<file path="src/hdl/pbbc_pkg.sv">
/*
 * Constants for the burst boundary control of a two-port PCI bridge:
 * register offsets, field positions, reset values, bus commands, states.
 * Assumes byte addresses on an 8-bit register port with 32-bit data.
 */
package pbbc_pkg;

	// ------------------------------------------------------------
	// Register map
	// ------------------------------------------------------------
	localparam logic [7:0] OFS_CMD  = 8'h04;
	localparam logic [7:0] OFS_LSZ  = 8'h0c;
	localparam logic [7:0] OFS_BCTL = 8'h3c;
	localparam logic [7:0] OFS_CHIP = 8'h40;
	localparam logic [7:0] OFS_STAT = 8'h44;

	localparam int CMD_FB2B_BIT  = 9;
	localparam int BCTL_FB2B_BIT = 23;
	localparam int CHIP_WDC_BIT  = 1;

	localparam logic       FB2B_RST = 1'b0;
	localparam logic       WDC_RST  = 1'b0;
	localparam logic [7:0] LSZ_RST  = 8'h00;

	// ------------------------------------------------------------
	// Bus commands
	// ------------------------------------------------------------
	localparam logic [3:0] C_IO_RD  = 4'h2;
	localparam logic [3:0] C_IO_WR  = 4'h3;
	localparam logic [3:0] C_MR     = 4'h6;
	localparam logic [3:0] C_MW     = 4'h7;
	localparam logic [3:0] C_CFG_RD = 4'ha;
	localparam logic [3:0] C_CFG_WR = 4'hb;
	localparam logic [3:0] C_MRM    = 4'hc;
	localparam logic [3:0] C_MRL    = 4'he;
	localparam logic [3:0] C_MWI    = 4'hf;

	// DWORD address bits below a 4KB and a 16-DWORD boundary
	localparam int A4K_BITS = 10;
	localparam int A16_BITS = 4;

	localparam logic [3:0] BE_ALL_N = 4'h0;

	// ------------------------------------------------------------
	// States
	// ------------------------------------------------------------
	typedef enum logic [1:0] {
		W_IDLE = 2'b00,
		W_POST = 2'b01,
		W_DLY  = 2'b11
	} pbbc_wst_t;

	typedef enum logic [1:0] {
		F_IDLE = 2'b00,
		F_RUN  = 2'b01,
		F_DONE = 2'b11
	} pbbc_fst_t;

endpackage

</file>
<file path="src/hdl/pbbc_core.sv">
/*
 * Burst boundary control of a two-port PCI bridge: decides where posted
 * and delayed writes are disconnected, when writes are retried, how a
 * forwarded read is classified and where its prefetch stops.
 * Assumes the bus state machines, queues and FIFOs sit on the same clock
 * and drive the i_ strobes for one cycle per event. One read at a time.
 */
// The placing of the registers and the strobed register port were chosen for this implementation.
//
// Function
// - Delayed write takes one data phase, then target disconnect.
// - Posted memory write stops at 4KB, or cache line when bit set.
// - Write-disconnect setting is bit 1 of chip control at 40h.
// - Write-and-invalidate with odd line size stops at 4KB.
// - Write-and-invalidate, line 1-8: stop at line end if FIFO lacks line.
// - Write-and-invalidate, line 16: stop at each 16-DWORD boundary.
// - Accept posted data while room remains; disconnect when buffer fills.
// - New delayed write accepted while a queue entry is free.
// - Fast back-to-back writes forwarded; retried when buffers lack room.
// - Every read is delayed, prefetchable or not.
// - Prefetchable reads drive all byte enables active.
// - Prefetch for read line, read multiple, prefetchable memory reads.
// - Non-prefetchable read fetches one DWORD, disconnects after it.
// - I/O, configuration, downstream non-prefetchable memory reads: no prefetch.
// - Prefetch stops at its boundary or earlier target disconnect.
// - Disconnect on last delivered DWORD; discard leftover data.
// - Flow-through prefetches to 4KB or until FRAME ends.
// - Read and read line: 16-DWORD for size 0/16, else cache line.
// - Read multiple: queue full for size 0/16, else second line.
// - Line size value counts DWORDs per cache line.
`timescale 1ns/10ps

module pbbc_core #(
	parameter int PW_DEPTH = 64,
	parameter int CNT_W    = 11
) (
	input  wire logic              i_clk,
	input  wire logic              i_sys_rst,
	input  wire logic [7:0]        i_reg_addr,
	input  wire logic [31:0]       i_reg_wdata,
	input  wire logic              i_reg_wr,
	input  wire logic              i_reg_rd,
	output logic      [31:0]       o_reg_rdata,
	input  wire logic              i_wr_start,
	input  wire logic [3:0]        i_wr_cmd,
	input  wire logic [31:2]       i_wr_addr,
	input  wire logic              i_wr_beat,
	input  wire logic              i_wr_end,
	input  wire logic [$clog2(PW_DEPTH+1)-1:0] i_pw_free,
	input  wire logic              i_dtq_free,
	input  wire logic              i_dly_cpl,
	output logic                   o_wr_claim,
	output logic                   o_wr_stop,
	output logic                   o_wr_retry,
	output logic                   o_dly_post,
	output logic                   o_fb2b_up,
	output logic                   o_fb2b_dn,
	input  wire logic              i_rd_launch,
	input  wire logic [3:0]        i_rd_cmd,
	input  wire logic [31:2]       i_rd_addr,
	input  wire logic              i_rd_pref_space,
	input  wire logic              i_rd_upstream,
	input  wire logic [3:0]        i_rd_be_n,
	input  wire logic              i_tgt_beat,
	input  wire logic              i_tgt_disc,
	input  wire logic              i_rq_room,
	input  wire logic              i_dlv_beat,
	input  wire logic              i_frame_end,
	output logic                   o_fetch_act,
	output logic                   o_fetch_pref,
	output logic                   o_fetch_last,
	output logic      [3:0]        o_tgt_be_n,
	output logic                   o_dlv_stop,
	output logic                   o_discard
);

	localparam int FW = $clog2(PW_DEPTH+1);

	// ------------------------------------------------------------
	// Parameter check
	// ------------------------------------------------------------
	generate
		if (PW_DEPTH < 2 || CNT_W < A_CNT_MIN())
		begin : g_bad
			$error("pbbc_core: PW_DEPTH below 2 or CNT_W too small");
		end
	endgenerate

	function automatic int A_CNT_MIN();
		return pbbc_pkg::A4K_BITS + 1;
	endfunction

	// ------------------------------------------------------------
	// Configuration registers
	// ------------------------------------------------------------
	logic       fb2b_cmd;
	logic       fb2b_bctl;
	logic       wdc;
	logic [7:0] lsz;

	always_ff @(posedge i_clk)
	begin
		if (i_sys_rst)
		begin
			fb2b_cmd  <= pbbc_pkg::FB2B_RST;
			fb2b_bctl <= pbbc_pkg::FB2B_RST;
			wdc       <= pbbc_pkg::WDC_RST;
			lsz       <= pbbc_pkg::LSZ_RST;
		end
		else if (i_reg_wr)
		begin
			if (i_reg_addr == pbbc_pkg::OFS_CMD)
				fb2b_cmd <= i_reg_wdata[pbbc_pkg::CMD_FB2B_BIT];
			if (i_reg_addr == pbbc_pkg::OFS_BCTL)
				fb2b_bctl <= i_reg_wdata[pbbc_pkg::BCTL_FB2B_BIT];
			if (i_reg_addr == pbbc_pkg::OFS_CHIP)
				wdc <= i_reg_wdata[pbbc_pkg::CHIP_WDC_BIT];
			if (i_reg_addr == pbbc_pkg::OFS_LSZ)
				lsz <= i_reg_wdata[7:0];
		end
	end

	always_ff @(posedge i_clk)
	begin
		if (i_sys_rst)
		begin
			o_fb2b_up <= 1'b0;
			o_fb2b_dn <= 1'b0;
		end
		else
		begin
			o_fb2b_up <= fb2b_cmd;
			o_fb2b_dn <= fb2b_bctl;
		end
	end

	// Line size decode, value in DWORDs
	logic       ls_small;
	logic       ls_16;
	logic       ls_0;
	logic [3:0] lmask;

	always_comb
	begin
		ls_small = (lsz == 8'h01) || (lsz == 8'h02) || (lsz == 8'h04) || (lsz == 8'h08);
		ls_16    = (lsz == 8'h10);
		ls_0     = (lsz == 8'h00);
		lmask    = ls_small ? (lsz[3:0] - 4'h1) : 4'hf;
	end

	// ------------------------------------------------------------
	// Boundary functions
	// ------------------------------------------------------------
	function automatic logic at_4k(input logic [29:0] a);
		return &a[pbbc_pkg::A4K_BITS-1:0];
	endfunction

	function automatic logic at_16(input logic [29:0] a);
		return &a[pbbc_pkg::A16_BITS-1:0];
	endfunction

	// Stop with this data phase; f is free space before taking it
	function automatic logic post_stop(input logic [3:0] c, input logic [29:0] a,
		input logic [FW-1:0] f);
		logic lend;
		logic st;
		lend = ((a[3:0] & lmask) == lmask);
		st   = (f <= FW'(1));
		if (c == pbbc_pkg::C_MW)
			st = st || (wdc ? (ls_small || ls_16 ? lend : at_4k(a)) : at_4k(a));
		else if (ls_16)
			st = st || at_16(a);
		else if (ls_small)
			st = st || (lend && ((f - FW'(1)) < FW'(lsz)));
		else
			st = st || at_4k(a);
		return st;
	endfunction

	function automatic logic pref_last(input logic [3:0] c, input logic [29:0] a,
		input logic fl, input logic ln, input logic room);
		logic lend;
		lend = ((a[3:0] & lmask) == lmask);
		if (fl)
			return at_4k(a);
		if (c == pbbc_pkg::C_MRM)
		begin
			if (ls_small)
				return lend && ln;
			if (ls_0 || ls_16)
				return !room || at_4k(a);
			return at_16(a);
		end
		return ls_small ? lend : at_16(a);
	endfunction

	// ------------------------------------------------------------
	// Write acceptance
	// ------------------------------------------------------------
	pbbc_pkg::pbbc_wst_t wst;
	logic [29:0]         waddr;
	logic [3:0]          wcmd;
	logic                is_post;
	logic                is_dly;

	always_comb
	begin
		is_post = (i_wr_cmd == pbbc_pkg::C_MW) || (i_wr_cmd == pbbc_pkg::C_MWI);
		is_dly  = (i_wr_cmd == pbbc_pkg::C_IO_WR) || (i_wr_cmd == pbbc_pkg::C_CFG_WR);
	end

	always_ff @(posedge i_clk)
	begin
		if (i_sys_rst)
		begin
			wst        <= pbbc_pkg::W_IDLE;
			waddr      <= '0;
			wcmd       <= 4'h0;
			o_wr_claim <= 1'b0;
			o_wr_stop  <= 1'b0;
			o_wr_retry <= 1'b0;
			o_dly_post <= 1'b0;
		end
		else
		begin
			o_wr_retry <= 1'b0;
			o_dly_post <= 1'b0;
			unique case (wst)
				pbbc_pkg::W_IDLE:
				begin
					// Fast back-to-back second cycles arrive here too
					if (i_wr_start && is_post)
					begin
						if (i_pw_free == '0)
							o_wr_retry <= 1'b1;
						else
						begin
							wst        <= pbbc_pkg::W_POST;
							waddr      <= i_wr_addr;
							wcmd       <= i_wr_cmd;
							o_wr_claim <= 1'b1;
							o_wr_stop  <= post_stop(i_wr_cmd, i_wr_addr, i_pw_free);
						end
					end
					else if (i_wr_start && is_dly)
					begin
						if (i_dly_cpl)
						begin
							wst        <= pbbc_pkg::W_DLY;
							o_wr_claim <= 1'b1;
							o_wr_stop  <= 1'b1;
						end
						else
						begin
							o_wr_retry <= 1'b1;
							o_dly_post <= i_dtq_free;
						end
					end
				end
				pbbc_pkg::W_POST:
				begin
					if ((i_wr_beat && o_wr_stop) || i_wr_end)
					begin
						wst        <= pbbc_pkg::W_IDLE;
						o_wr_claim <= 1'b0;
						o_wr_stop  <= 1'b0;
					end
					else if (i_wr_beat)
					begin
						// Free count lags a beat; one word assumed consumed
						waddr     <= waddr + 30'h1;
						o_wr_stop <= post_stop(wcmd, waddr + 30'h1, i_pw_free - FW'(1));
					end
				end
				pbbc_pkg::W_DLY:
				begin
					if (i_wr_beat || i_wr_end)
					begin
						wst        <= pbbc_pkg::W_IDLE;
						o_wr_claim <= 1'b0;
						o_wr_stop  <= 1'b0;
					end
				end
				default:
				begin
					wst        <= pbbc_pkg::W_IDLE;
					o_wr_claim <= 1'b0;
					o_wr_stop  <= 1'b0;
				end
			endcase
		end
	end

	// ------------------------------------------------------------
	// Read classification and prefetch
	// ------------------------------------------------------------
	pbbc_pkg::pbbc_fst_t fst;
	logic [29:0]         raddr;
	logic [3:0]          rcmd;
	logic                flow;
	logic                line1;
	logic                dlv_on;
	logic [CNT_W-1:0]    n_fet;
	logic [CNT_W-1:0]    n_dlv;
	logic                l_pref;
	logic                l_read;
	logic                lend_r;

	always_comb
	begin
		l_read = (i_rd_cmd == pbbc_pkg::C_IO_RD) || (i_rd_cmd == pbbc_pkg::C_CFG_RD) ||
			(i_rd_cmd == pbbc_pkg::C_MR) || (i_rd_cmd == pbbc_pkg::C_MRM) ||
			(i_rd_cmd == pbbc_pkg::C_MRL);
		l_pref = (i_rd_cmd == pbbc_pkg::C_MRL) || (i_rd_cmd == pbbc_pkg::C_MRM) ||
			((i_rd_cmd == pbbc_pkg::C_MR) && (i_rd_pref_space || i_rd_upstream));
		lend_r = ((raddr[3:0] & lmask) == lmask);
	end

	always_ff @(posedge i_clk)
	begin
		if (i_sys_rst)
		begin
			fst          <= pbbc_pkg::F_IDLE;
			raddr        <= '0;
			rcmd         <= 4'h0;
			flow         <= 1'b0;
			line1        <= 1'b0;
			dlv_on       <= 1'b0;
			n_fet        <= '0;
			n_dlv        <= '0;
			o_fetch_act  <= 1'b0;
			o_fetch_pref <= 1'b0;
			o_fetch_last <= 1'b0;
			o_tgt_be_n   <= pbbc_pkg::BE_ALL_N;
			o_discard    <= 1'b0;
		end
		else
		begin
			o_discard <= 1'b0;
			unique case (fst)
				pbbc_pkg::F_IDLE:
				begin
					if (i_rd_launch && l_read)
					begin
						fst          <= pbbc_pkg::F_RUN;
						raddr        <= i_rd_addr;
						rcmd         <= i_rd_cmd;
						flow         <= 1'b0;
						line1        <= 1'b0;
						dlv_on       <= 1'b0;
						n_fet        <= '0;
						n_dlv        <= '0;
						o_fetch_act  <= 1'b1;
						o_fetch_pref <= l_pref;
						o_tgt_be_n   <= l_pref ? pbbc_pkg::BE_ALL_N : i_rd_be_n;
						o_fetch_last <= !l_pref ||
							pref_last(i_rd_cmd, i_rd_addr, 1'b0, 1'b0, i_rq_room);
					end
				end
				pbbc_pkg::F_RUN:
				begin
					if (i_tgt_beat)
						n_fet <= n_fet + CNT_W'(1);
					// Repeat served while fetching: flow-through
					if (i_dlv_beat)
					begin
						dlv_on <= 1'b1;
						flow   <= o_fetch_pref;
						n_dlv  <= n_dlv + CNT_W'(1);
					end
					if ((i_tgt_beat && o_fetch_last) || i_tgt_disc ||
						(flow && i_frame_end))
					begin
						fst          <= pbbc_pkg::F_DONE;
						o_fetch_act  <= 1'b0;
						o_fetch_last <= 1'b0;
					end
					else if (i_tgt_beat)
					begin
						raddr        <= raddr + 30'h1;
						line1        <= line1 || lend_r;
						o_fetch_last <= pref_last(rcmd, raddr + 30'h1,
							flow || (i_dlv_beat && o_fetch_pref),
							line1 || lend_r, i_rq_room);
					end
					else
						o_fetch_last <= !o_fetch_pref || pref_last(rcmd, raddr,
							flow || (i_dlv_beat && o_fetch_pref), line1, i_rq_room);
					if (flow && i_frame_end)
					begin
						fst       <= pbbc_pkg::F_IDLE;
						o_discard <= 1'b1;
					end
				end
				pbbc_pkg::F_DONE:
				begin
					if (i_dlv_beat)
					begin
						dlv_on <= 1'b1;
						n_dlv  <= n_dlv + CNT_W'(1);
					end
					if (i_dlv_beat && o_dlv_stop)
						fst <= pbbc_pkg::F_IDLE;
					else if (dlv_on && i_frame_end)
					begin
						fst       <= pbbc_pkg::F_IDLE;
						o_discard <= 1'b1;
					end
				end
				default:
					fst <= pbbc_pkg::F_IDLE;
			endcase
		end
	end

	// Disconnect goes with the last buffered DWORD once fetching is over
	always_ff @(posedge i_clk)
	begin
		if (i_sys_rst)
			o_dlv_stop <= 1'b0;
		else
			o_dlv_stop <= (fst != pbbc_pkg::F_IDLE) && !(i_dlv_beat && o_dlv_stop) &&
				(!o_fetch_pref || ((fst == pbbc_pkg::F_DONE) &&
				(n_dlv + CNT_W'(i_dlv_beat) + CNT_W'(1) >= n_fet)));
	end

	// ------------------------------------------------------------
	// Register read port
	// ------------------------------------------------------------
	always_ff @(posedge i_clk)
	begin
		if (i_sys_rst)
			o_reg_rdata <= 32'h0;
		else if (i_reg_rd)
		begin
			unique case (i_reg_addr)
				pbbc_pkg::OFS_CMD:
					o_reg_rdata <= 32'(fb2b_cmd) << pbbc_pkg::CMD_FB2B_BIT;
				pbbc_pkg::OFS_BCTL:
					o_reg_rdata <= 32'(fb2b_bctl) << pbbc_pkg::BCTL_FB2B_BIT;
				pbbc_pkg::OFS_CHIP:
					o_reg_rdata <= 32'(wdc) << pbbc_pkg::CHIP_WDC_BIT;
				pbbc_pkg::OFS_LSZ:
					o_reg_rdata <= {24'h0, lsz};
				pbbc_pkg::OFS_STAT:
					o_reg_rdata <= {25'h0, line1, dlv_on, flow, fst, wst};
				default:
					o_reg_rdata <= 32'h0;
			endcase
		end
		else
			o_reg_rdata <= 32'h0;
	end

endmodule

</file>
<file path="config.mk">
export PLATFORM = sky130hd
export DESIGN_NAME = pbbc_core
export DESIGN_NICKNAME = d
export VERILOG_FILES = /design/src/hdl/pbbc_pkg.sv /design/src/hdl/pbbc_core.sv
export SDC_FILE = /design/constraint.sdc
export NUM_CORES = 1
export LEC_CHECK = 0
export BUFFER_PORTS_ARGS = -buffer_cell sky130_fd_sc_hd__buf_2
export CAP_MARGIN = 20
export CORE_UTILIZATION = 49
export CTS_BUF_LIST = sky130_fd_sc_hd__clkbuf_8
export CTS_CLUSTER_DIAMETER = 80
export CTS_CLUSTER_SIZE = 24
export DETAILED_ROUTE_END_ITERATION = 8
export HOLD_SLACK_MARGIN = 0.02
export PLACE_DENSITY = 0.79
export SYNTH_ARGS = -nofsm -noshare
export SYNTH_HDL_FRONTEND = slang
export SYNTH_SLANG_ARGS = --single-unit
</file>
<file path="constraint.sdc">
create_clock -name i_clk -period 3.6 [get_ports i_clk]
set_input_delay 0.54 -clock i_clk [delete_from_list [all_inputs] [get_ports i_clk]]
set_output_delay 0.54 -clock i_clk [all_outputs]
set_load 0.01 [all_outputs]
</file>
==> flow_summary.yaml, run 1 <==
sta:
  period_needed_ps: 2960
  skew_ps: 7.48
  relSlewSlack: 0.370
  rsz0062_at_grt: "false"
  worst-slew-pin-transition_ps: 937
  timing.setup.tns_ps: 0
  hold_viol_final: 0
  fin_crit_sh: 0.822
  max_freq_mhz: 338
  drv_slew: 0
  setup_violations: 0
power_and_ir_drop:
  p_leak_nw: 2.69
  netSwitchingPower_mw: 0.605
  swShare: 0.299
  seqPwrFrac: 0.529
  ir_drop_v: 0.000252
  p_int_mw: 1.42
  power_density_nw_per_um2: 295
  p_total_mw: 2.02
  clkPwrFrac: 0.314
  p_comb_frac: 0.157
cells_and_area:
  n_fill_cell: 1168
  fin_nets: 1049
  area_growth_pct: 10.2
  diodes: 0
  layout-drive-gt1-share: 0.154
worst_setup_path:
  end_kind: "flop"
  cp_max_fo: 8
  r2r_start: "lsz[0]$_SDFFE_PP0P_"
  reg2reg_to: "o_fetch_last$_SDFFE_PP0P_"
  crit_arrival_ps: 3240
  reg2reg_depth: 9
  ff2ff_setup_slack_ps: 1010
  cp-start-kind: "primary input"
  cp.required_ps: 3880
  criticalPathCategory: "in2reg"
run_status:
  outcome: "finished clean"
clocking:
  cts-root-buf: "clkbuf_8"
  numCtsBuffers: 9
  cts_hold_buf: 0
  clockBufferDepth: 2
  h-tree-depth: 3
  worstSkewPairLatency_ps: 380
  cts_resized: 0
  post-cts-setup-buffers: 0
  cts_tree: "done"
  path_clk_slew_ps: 90
  clock_sinks: 92
logic_synthesis:
  synthesis.yosys.warnings: 0
  synth_ff_type: "dfxtp_1"
  syn_area_per_cell_um2: 7.76
  synth_cell_types: 76
  synth_area_um2: 6220
  synth_edf_count: 0
  ys_seq_elements: 92
  synth-async-reset-ratio: 0
  synth-seq-area-share: 0.296
  synthCells: 801
detailed_routing:
  num_vias: 5814
  drt_wl_total_um: 14900
  dr.pass1.iters: 5
  ant_nets: 0
  drt_iter0_drc: 476
  drc: 0
  viasPerCell: 5.55
  avgRoutedWirePerCell_um: 14.3
die:
  die_h_um: 115
  die_area_um2: 13100
  core_um2: 12200
  die_w_um: 115
  num_rows: 40
  io_pins: 183
  start_util: 0.509
placed_design:
  gp_congestion: 0.846
  port-buffer-count: 98
  dp.final_hpwl_um: 11300
worst_hold_path:
  hold_path_end: "o_dly_post$_SDFF_PP0_"
  hp-start: "i_dtq_free"
  hold_path_class: "in2reg"
  min_path_cells: 3
grt:
  overflow: 0
  grt_pass1_wl_um: 24500
  grt_use_total: 0.234
  grt_pass1_vias: 5280
  grt_max_degree: 39
  antenna_found_initial: 0
flow_run:
  drv_cap: 0
==> per-stage QoR <==
stage	utilization	area (µm²)	worst slack (ps)	instances	hold WS, ps
global placement	0.547	6680	342	1031	419
detailed placement	0.547	6680	239	1031	421
floorplan	-	6300	591	822	408
global route	0.561	6850	375	1047	377
CTS	0.561	6850	653	1047	351
finish	0.561	6850	640	1047	368
==> how the worst max path moves through the flow <==
| stage | start | end | slack (ps) | depth (start not counted) |
|---|---|---|---|---|
| 3_5_place_dp | i_pw_free[0] | o_wr_stop$_SDFFE_PP0P_ | 240 | 13 |
| 5_1_grt | i_pw_free[1] | o_wr_stop$_SDFFE_PP0P_ | 370 | 14 |
| 4_1_cts | i_pw_free[0] | o_wr_stop$_SDFFE_PP0P_ | 650 | 13 |
| 6_report | i_pw_free[0] | o_wr_stop$_SDFFE_PP0P_ | 640 | 13 |
| 2_1_floorplan | i_pw_free[0] | o_wr_stop$_SDFFE_PP0P_ | 590 | 13 |
| 3_3_place_gp | i_pw_free[0] | o_wr_stop$_SDFFE_PP0P_ | 340 | 13 |
==> layer usage <==
metal  up-vias  part of all wire  global-route usage
li1       2954                 -                   -
met1      2668              0.46               0.298
met2       168              0.47               0.401
met3        24             0.049              0.0360
met4         0             0.016              0.0805
met5         -                 0                   0
==> power by group through the flow <==
stage | combinational [mW] | sequential, mW | clock (mW)
2_1_floorplan | 0.232 | 1.08 | 0
3_3_place_gp | 0.308 | 1.09 | 0
3_5_place_dp | 0.315 | 1.09 | 0
4_1_cts | 0.317 | 1.07 | 0.660
5_1_grt | 0.356 | 1.08 | 0.696
6_report | 0.317 | 1.07 | 0.635
==> registers in the layout, summed over array words and instances (netlist names), 2 cells and up <==
signal       count
o_tgt_be_n       4
n_fet           11
wcmd             4
rcmd             4
raddr           10
n_dlv           11
wst              2
lsz              8
fst              2
waddr           10
o_reg_rdata     10
==> cell type report <==
type | count | area [µm²] | share of cell area
Clock inverter | 7 | 45.0 | 0.00657
Tap cell | 168 | 210 | 0.0307
Inverter | 36 | 135 | 0.0197
Multi-Input combinational cell | 633 | 3980 | 0.580
Timing Repair Buffer | 102 | 520 | 0.0760
Clock buffer | 9 | 124 | 0.0181
Sequential cell | 92 | 1840 | 0.269
==> Yosys cell counts (all sizes together), types with 4 or more instances <==
library cell  number  share of area
inv               36          0.022
xor2              18          0.025
ha                39          0.078
nand4             12          0.012
a211oi             7         0.0093
a21o               5         0.0060
a21oi             47          0.038
and3              14          0.014
a22oi             27          0.033
and2               5         0.0054
xnor2             30          0.042
or3                7         0.0078
o21a               7         0.0084
mux2i              5         0.0080
o21ai             27          0.022
a22o               6         0.0084
o211ai             4         0.0048
nor2b              7         0.0082
nand2b             9         0.0091
nor3b              5         0.0068
buf               33          0.039
nor2             101          0.062
clkbuf            28          0.017
o31ai              9          0.013
nor3              24          0.021
nand4b             4         0.0056
nor4               4         0.0040
a2111oi            4         0.0087
nand2             85          0.051
a31oi             14          0.014
nand3             40          0.032
dfxtp             92           0.30
==> critical path, stage by stage <==
cell       delay (ps)
buf_2             140
inv_1             140
ha_1              310
nand2_1           130
or3_1             340
xnor2_1           150
ha_1              300
o2111ai_1         120
a21o_1            170
a311o_1           330
o21ai_0           180
a211oi_1          110
a2111o_1          290
==> kinds of logic (layout without fill, tap and decap cells) <==
logic type | Yosys count | after routing | synth area share
fa+ha+maj | 39 | 39 | 0.0785
compound gates | 187 | 187 | 0.210
mux | 7 | 7 | 0.0117
xor+xnor | 48 | 48 | 0.0676
buf+inv | 97 | 154 | 0.0774
other cells | 1 | 22 | 0.000603
flops | 92 | 92 | 0.296
simple gates | 330 | 330 | 0.258
==> placed cells by master (no fill, tap or decap), types with 5 or more instances in the layout <==
| cell | n |
|---|---|
| clkbuf_8 | 9 |
| o21a_1 | 7 |
| o21ai_0 | 27 |
| and3_1 | 14 |
| conb_1 | 22 |
| nand2b_1 | 9 |
| a21o_1 | 5 |
| buf_2 | 98 |
| xnor2_1 | 30 |
| a31oi_1 | 14 |
| a21oi_1 | 47 |
| dfxtp_1 | 92 |
| a211oi_1 | 6 |
| xor2_1 | 18 |
| nor3_1 | 22 |
| nor2_1 | 100 |
| ha_1 | 39 |
| mux2i_1 | 5 |
| nand3_1 | 40 |
| a22o_1 | 6 |
| o31ai_1 | 8 |
| nand4_1 | 12 |
| inv_1 | 38 |
| a22oi_1 | 27 |
| or3_1 | 6 |
| nor2b_1 | 6 |
| nand2_1 | 85 |
No activity file was read; power rests on OpenSTA's default activity.
==> inputs of run 2 (changes only) <==
--- a/config.mk
+++ b/config.mk
@@ -13,7 +13,7 @@
 export CTS_CLUSTER_SIZE = 24
 export DETAILED_ROUTE_END_ITERATION = 8
 export HOLD_SLACK_MARGIN = 0.02
-export PLACE_DENSITY = 0.79
+export PLACE_DENSITY = 0.82
 export SYNTH_ARGS = -nofsm -noshare
 export SYNTH_HDL_FRONTEND = slang
 export SYNTH_SLANG_ARGS = --single-unit
==> constraint.sdc (replaced) <==
create_clock -name i_clk -period 2.6 [get_ports i_clk]
set_input_delay 0.39 -clock i_clk [delete_from_list [all_inputs] [get_ports i_clk]]
set_output_delay 0.39 -clock i_clk [all_outputs]
set_load 0.01 [all_outputs]
==> run 2 against run 1 <==
Utilization grew 2.7 points. Design area grew 4.9%. Clock skew increased by 3.1 ps. Setup slack worse by 490 ps. Combinational power grew 50%. Clock power grew 51%. Sequential share of layout area fell by 1.3 points. Sequential power is 38% higher. Total power rose by 44%. Routed wire length increased by 2.0%. Largest power group unchanged.
==> flow_summary.yaml, run 2 (synthesis results as in run 1) <==
power_and_ir_drop:
  p_comb_frac: 0.163
  seqPwrFrac: 0.508
  ir_drop_v: 0.000341
  power_density_nw_per_um2: 406
  netSwitchingPower_mw: 0.902
  p_int_mw: 2.02
  swShare: 0.309
  p_leak_nw: 2.88
  clkPwrFrac: 0.329
die:
  num_rows: 40
  die_w_um: 115
  die_area_um2: 13100
  start_util: 0.509
  die_h_um: 115
  io_pins: 183
  core_um2: 12200
cells_and_area:
  diodes: 0
  area_growth_pct: 15.6
  layout_common_cells: "nor2_1 (100), buf_2 (98), dfxtp_1 (92), nand2_1 (83), a21oi_1 (47)"
  layout_commonest_cell: "nor2_1"
  top_regs: "n_dlv x11, n_fet x11"
  layout-drive-gt1-share: 0.199
  final_cells: 1084
  n_fill_cell: 1169
  fin_nets: 1086
placed_design:
  gp_congestion: 0.871
  dp.final_hpwl_um: 11600
  port-buffer-count: 98
  dp.cells: 1068
grt:
  antenna_found_initial: 0
  grt_use_total: 0.241
  grt_max_degree: 26
  overflow: 0
  grt_pass1_wl_um: 25400
  grt_pass1_vias: 5498
sta:
  max_freq_mhz: 407
  fin_crit_sh: 0.944
  setup_violations: 0
  skew_ps: 10.6
  hold_ws_ps: 215
  hold_viol_final: 0
  drv_slew: 0
  period_needed_ps: 2460
  relSlewSlack: 0.394
  timing.setup.tns_ps: 0
  worst-slew-pin-transition_ps: 902
clocking:
  worstSkewPairLatency_ps: 390
  cts-root-buf: "clkbuf_8"
  numCtsBuffers: 9
  path_clk_slew_ps: 100
  h-tree-depth: 3
  clock_sinks: 92
  cts_tree: "done"
  clockBufferDepth: 2
detailed_routing:
  drt_wl_total_um: 15200
  ant_nets: 0
  drt_iter0_drc: 418
  viasPerCell: 5.52
  drc: 0
  avgRoutedWirePerCell_um: 14.0
  num_vias: 5979
  dr.pass1.iters: 5
worst_setup_path:
  cp.required_ps: 2880
  cp-start-kind: "primary input"
  end_kind: "flop"
  path_cells: "buf_2 -> or3_1 -> nor3_2 -> xor2_1 -> buf_4 -> ha_1 -> o2111ai_1 -> a21o_1 -> a311o_1 -> o21ai_1 -> a211oi_1 -> a2111o_1"
  crit_arrival_ps: 2730
  crit_slowest_cell: "or3_1"
  criticalPathCategory: "in2reg"
  max_stage_delay_ps: 440
  cp_max_fo: 5
  r2r_start: "n_dlv[0]$_SDFFE_PP0P_"
  startpoint: "i_pw_free[1]"
flow_run:
  drv_cap: 0
run_status:
  outcome: "finished clean"
worst_hold_path:
  hp-start: "i_dtq_free"
  hold_path_class: "in2reg"
[run 2: path summary, 6_finish.rpt]
path | end | slack, ps | cells past startpoint
setup / recovery | o_wr_stop$_SDFFE_PP0P_ | 140 | 12
hold / removal | o_dly_post$_SDFF_PP0_ | 210 | 3
setup reg to reg | o_dlv_stop$_SDFF_PP0_ | 190 | 11
hold reg to reg | rcmd[0]$_SDFFE_PP0P_ | 440 | 2
[run 2: power groups by stage]
stage	Sequential [mW]	Combinational, mW	Clock, mW
after floorplan	1.50	0.325	0
after global placement	1.51	0.464	0
after detailed placement	1.51	0.471	0
after CTS	1.48	0.474	0.983
after global routing	1.49	0.537	1.03
final	1.48	0.476	0.960
[run 2: critical path: cells and delay by family]
| family | cells | cell delay [ps] |
|---|---|---|
| adders and majority gates | 1 | 270 |
| buffers and inverters | 2 | 280 |
| and+or+nand+nor | 2 | 600 |
| AOI/OAI and AO/OA | 6 | 1070 |
| xor gates and xnor gates | 1 | 130 |
[run 2: repair_timing]
| item | CTS | global route |
|---|---|---|
| setup endpoints to repair | 0 | 2 |
| resized for setup | 0 | 5 |
| setup buffers | 0 | 0 |
| hold buffers | 0 | 0 |
[run 2: area by class of cell]
| type | count | area, µm² | area share |
|---|---|---|---|
| inverter | 36 | 140 | 0.0195 |
| sequential | 92 | 1840 | 0.256 |
| clock buffer | 9 | 124 | 0.0172 |
| timing repair buffer | 139 | 798 | 0.111 |
| tap | 168 | 210 | 0.0292 |
| multi-input combinational | 633 | 4010 | 0.557 |
| clock inverter | 7 | 66.3 | 0.00923 |
[run 2: routing by layer]
metal	vias up	GRT usage	share of wire
met5	-	0	0
met4	0	0.0736	0.012
met3	15	0.0466	0.044
met2	149	0.406	0.46
met1	2790	0.311	0.48
li1	3025	-	-
[run 2: through the flow]
stage               cell area [µm²]  power [mW]  worst slack, ps   util
finish                         7190        2.92              145  0.589
global route                   7190        3.06           -0.952  0.589
CTS                            7170        2.94              119  0.587
detailed placement             6980        1.98             -293  0.572
global placement               6980        1.97             -247  0.572
floorplan                      6330        1.83             19.0      -
==> inputs of run 3 (changes only) <==
--- a/config.mk
+++ b/config.mk
@@ -5,6 +5,7 @@
 export SDC_FILE = /design/constraint.sdc
 export NUM_CORES = 1
 export LEC_CHECK = 0
+export ABC_AREA = 1
 export BUFFER_PORTS_ARGS = -buffer_cell sky130_fd_sc_hd__buf_2
 export CAP_MARGIN = 20
 export CORE_UTILIZATION = 49
==> run 3 against run 2 <==
Final cell count is 12% higher. Critical path type is now reg2reg. Register-to-register slack got worse by 110 ps. Setup slack worse by 61 ps. Utilization rose by 1.1 points. Largest power group unchanged.
==> flow_summary.yaml, run 3 <==
run_status:
  outcome: "finished clean"
logic_synthesis:
  synth_area_um2: 6140
  ys_top_cells_by_area: "dfxtp_1 (30%), nand2_1 (12%), ha_1 (7.9%), inv_1 (7.3%), a21oi_1 (5.8%)"
  ys_seq_elements: 92
  synthAdderAreaFrac: 0.0795
  synth-seq-area-share: 0.300
  synth.top_cell.area_share: 0.300
  synthTopCellsByCount: "nand2_1 (201), inv_1 (119), dfxtp_1 (92)"
  synth-simple-area-share: 0.301
  synth_xor_area_frac: 0.0385
  synth_edf_count: 0
  synth_most_common_cell: "nand2_1"
  yosysTopAreaCell: "dfxtp_1"
  synth-compound-area-share: 0.166
  muxShareOfSynthArea: 0
  synth_cell_types: 46
  synthCells: 913
  synthesis.yosys.warnings: 0
  synth_top_family_by_area: "simple AND/OR/NAND/NOR gates"
  syn_area_per_cell_um2: 6.72
  synth_ff_type: "dfxtp_1"
  synth-async-reset-ratio: 0
die:
  die_area_um2: 13000
  start_util: 0.507
  core_um2: 12100
  io_pins: 183
  die_h_um: 114
  num_rows: 40
  die_w_um: 114
sta:
  rsz0062_at_grt: "true"
  hold_ws_ps: 247
  period_needed_ps: 2520
  timing.setup.tns_ps: 0
  setup_violations: 0
  skew_ps: 9.35
  relSlewSlack: 0.504
  max_freq_mhz: 397
  fin_crit_sh: 0.968
  drv_slew: 0
  worst-slew-pin-transition_ps: 734
  hold_viol_final: 0
cells_and_area:
  top_regs: "n_dlv x11, n_fet x11"
  n_fill_cell: 1103
  multi_input_area_um2: 3760
  layout_commonest_cell: "nand2_1"
  layout-drive-gt1-share: 0.184
  area_growth_pct: 18.3
  utilization: 0.600
  diodes: 0
  layout_common_cells: "nand2_1 (201), inv_1 (117), buf_2 (99), dfxtp_1 (90), nor2_1 (89)"
  fin_nets: 1215
  ff_latch_area_um2: 1840
power_and_ir_drop:
  p_int_mw: 2.43
  netSwitchingPower_mw: 1.24
  p_leak_nw: 3.35
  p_total_mw: 3.67
  power_density_nw_per_um2: 506
  clkPwrFrac: 0.297
  ir_drop_v: 0.000459
  swShare: 0.337
  seqPwrFrac: 0.451
  p_comb_frac: 0.252
placed_design:
  dp.final_hpwl_um: 12000
  gp_congestion: 0.896
  port-buffer-count: 98
clocking:
  h-tree-depth: 3
  worstSkewPairLatency_ps: 370
  cts-root-buf: "clkbuf_8"
  clock_sinks: 92
  numCtsBuffers: 9
  cts_tree: "done"
  clockBufferDepth: 2
  path_clk_slew_ps: 90
grt:
  overflow: 0
  grt_pass1_vias: 5784
  grt_pass1_wl_um: 25800
  grt_use_total: 0.246
  grt_max_degree: 34
  antenna_found_initial: 0
worst_hold_path:
  min_path_cells: 3
  hold_path_end: "o_tgt_be_n[0]$_SDFFE_PP0P_"
  hold_path_class: "in2reg"
  hp-start: "i_rd_be_n[0]"
worst_setup_path:
  ff2ff_setup_slack_ps: 80
  reg2reg_depth: 14
  crit_arrival_ps: 2770
  cp-start-kind: "flop"
  cp_max_fo: 3
  cp.required_ps: 2860
  criticalPathCategory: "reg2reg"
  end_kind: "flop"
  reg2reg_to: "o_dlv_stop$_SDFF_PP0_"
  r2r_start: "n_dlv[0]$_SDFFE_PP0P_"
detailed_routing:
  dr.pass1.iters: 5
  num_vias: 6388
  ant_nets: 0
  drt_wl_total_um: 15800
  drt_iter0_drc: 386
  avgRoutedWirePerCell_um: 13.0
  drc: 0
  viasPerCell: 5.27
flow_run:
  drv_cap: 0
[run 3: cell type report]
cell class / instances / area share
multi-input cells: 680 / 0.518
flip-flops and latches: 92 / 0.254
repair buffers: 134 / 0.104
inverters: 123 / 0.0639
well taps: 168 / 0.0289
clock buffers: 10 / 0.0189
clock inverters: 6 / 0.0119
[run 3: what timing repair did]
item | in CTS | in global routing
hold buffers | 0 | 0
pin swaps | 0 | 8
setup buffers | 0 | 3
resized for setup | 2 | 19
endpoints found under the setup margin | 1 | 2
[run 3: routing by layer]
layer | part of all wire | vias up | track usage
met4 | 0.026 | 0 | 0.0961
met3 | 0.063 | 38 | 0.0563
met1 | 0.43 | 2870 | 0.300
met5 | 0 | - | 0
li1 | - | 3240 | -
met2 | 0.48 | 240 | 0.420
[run 3: worst max path at each step]
| stage | start | end | slack (ps) | cells after the start |
|---|---|---|---|---|
| 2_1_floorplan | i_pw_free[0] | o_wr_stop$_SDFFE_PP0P_ | 60 | 19 |
| 4_1_cts | n_dlv[0]$_SDFFE_PP0P_ | o_dlv_stop$_SDFF_PP0_ | 7 | 14 |
| 3_5_place_dp | i_dlv_beat | o_dlv_stop$_SDFF_PP0_ | -130 | 15 |
| 5_1_grt | n_dlv[1]$_SDFFE_PP0P_ | o_dlv_stop$_SDFF_PP0_ | -90 | 13 |
| 6_report | n_dlv[0]$_SDFFE_PP0P_ | o_dlv_stop$_SDFF_PP0_ | 80 | 14 |
| 3_3_place_gp | i_pw_free[0] | o_wr_stop$_SDFFE_PP0P_ | -60 | 20 |
[run 3: stage by stage]
step           worst slack [ps]  instance area, µm²  std cells
3_5_place_dp               -131                6930       1194
6_report                   83.8                7260       1213
2_1_floorplan              63.9                6220        934
5_1_grt                   -94.1                7260       1213
3_3_place_gp              -62.4                6920       1193
4_1_cts                    6.66                7160       1210
[run 3: critical path: stages, from the launching register on]
cell and delay [ps]:
dfxtp_2 360, inv_2 60, ha_4 160, inv_4 60
ha_4 140, nand3_4 100, nor3_4 190, xor2_1 180
ha_1 300, a21oi_2 150, nor2_1 70, a211oi_2 210
nand4_1 180, a21oi_2 190, a2111oi_2 50
[run 3: kinds of logic (layout without fill, tap and decap cells)]
group	count (synthesis)	count (layout)
buffers and inverters	162	273
xor gates and xnor gates	27	27
other	1	22
DFF	92	92
and+or+nand+nor	413	413
AOI/OAI and AO/OA	179	179
adders and majority gates	39	39
[run 3: power by group through the flow]
stage / logic (mW) / clock network, mW / registers, mW
5_1_grt: 1.04 / 1.17 / 1.67
3_3_place_gp: 0.857 / 0 / 1.68
2_1_floorplan: 0.622 / 0 / 1.65
6_report: 0.925 / 1.09 / 1.66
3_5_place_dp: 0.877 / 0 / 1.68
4_1_cts: 0.886 / 1.12 / 1.65
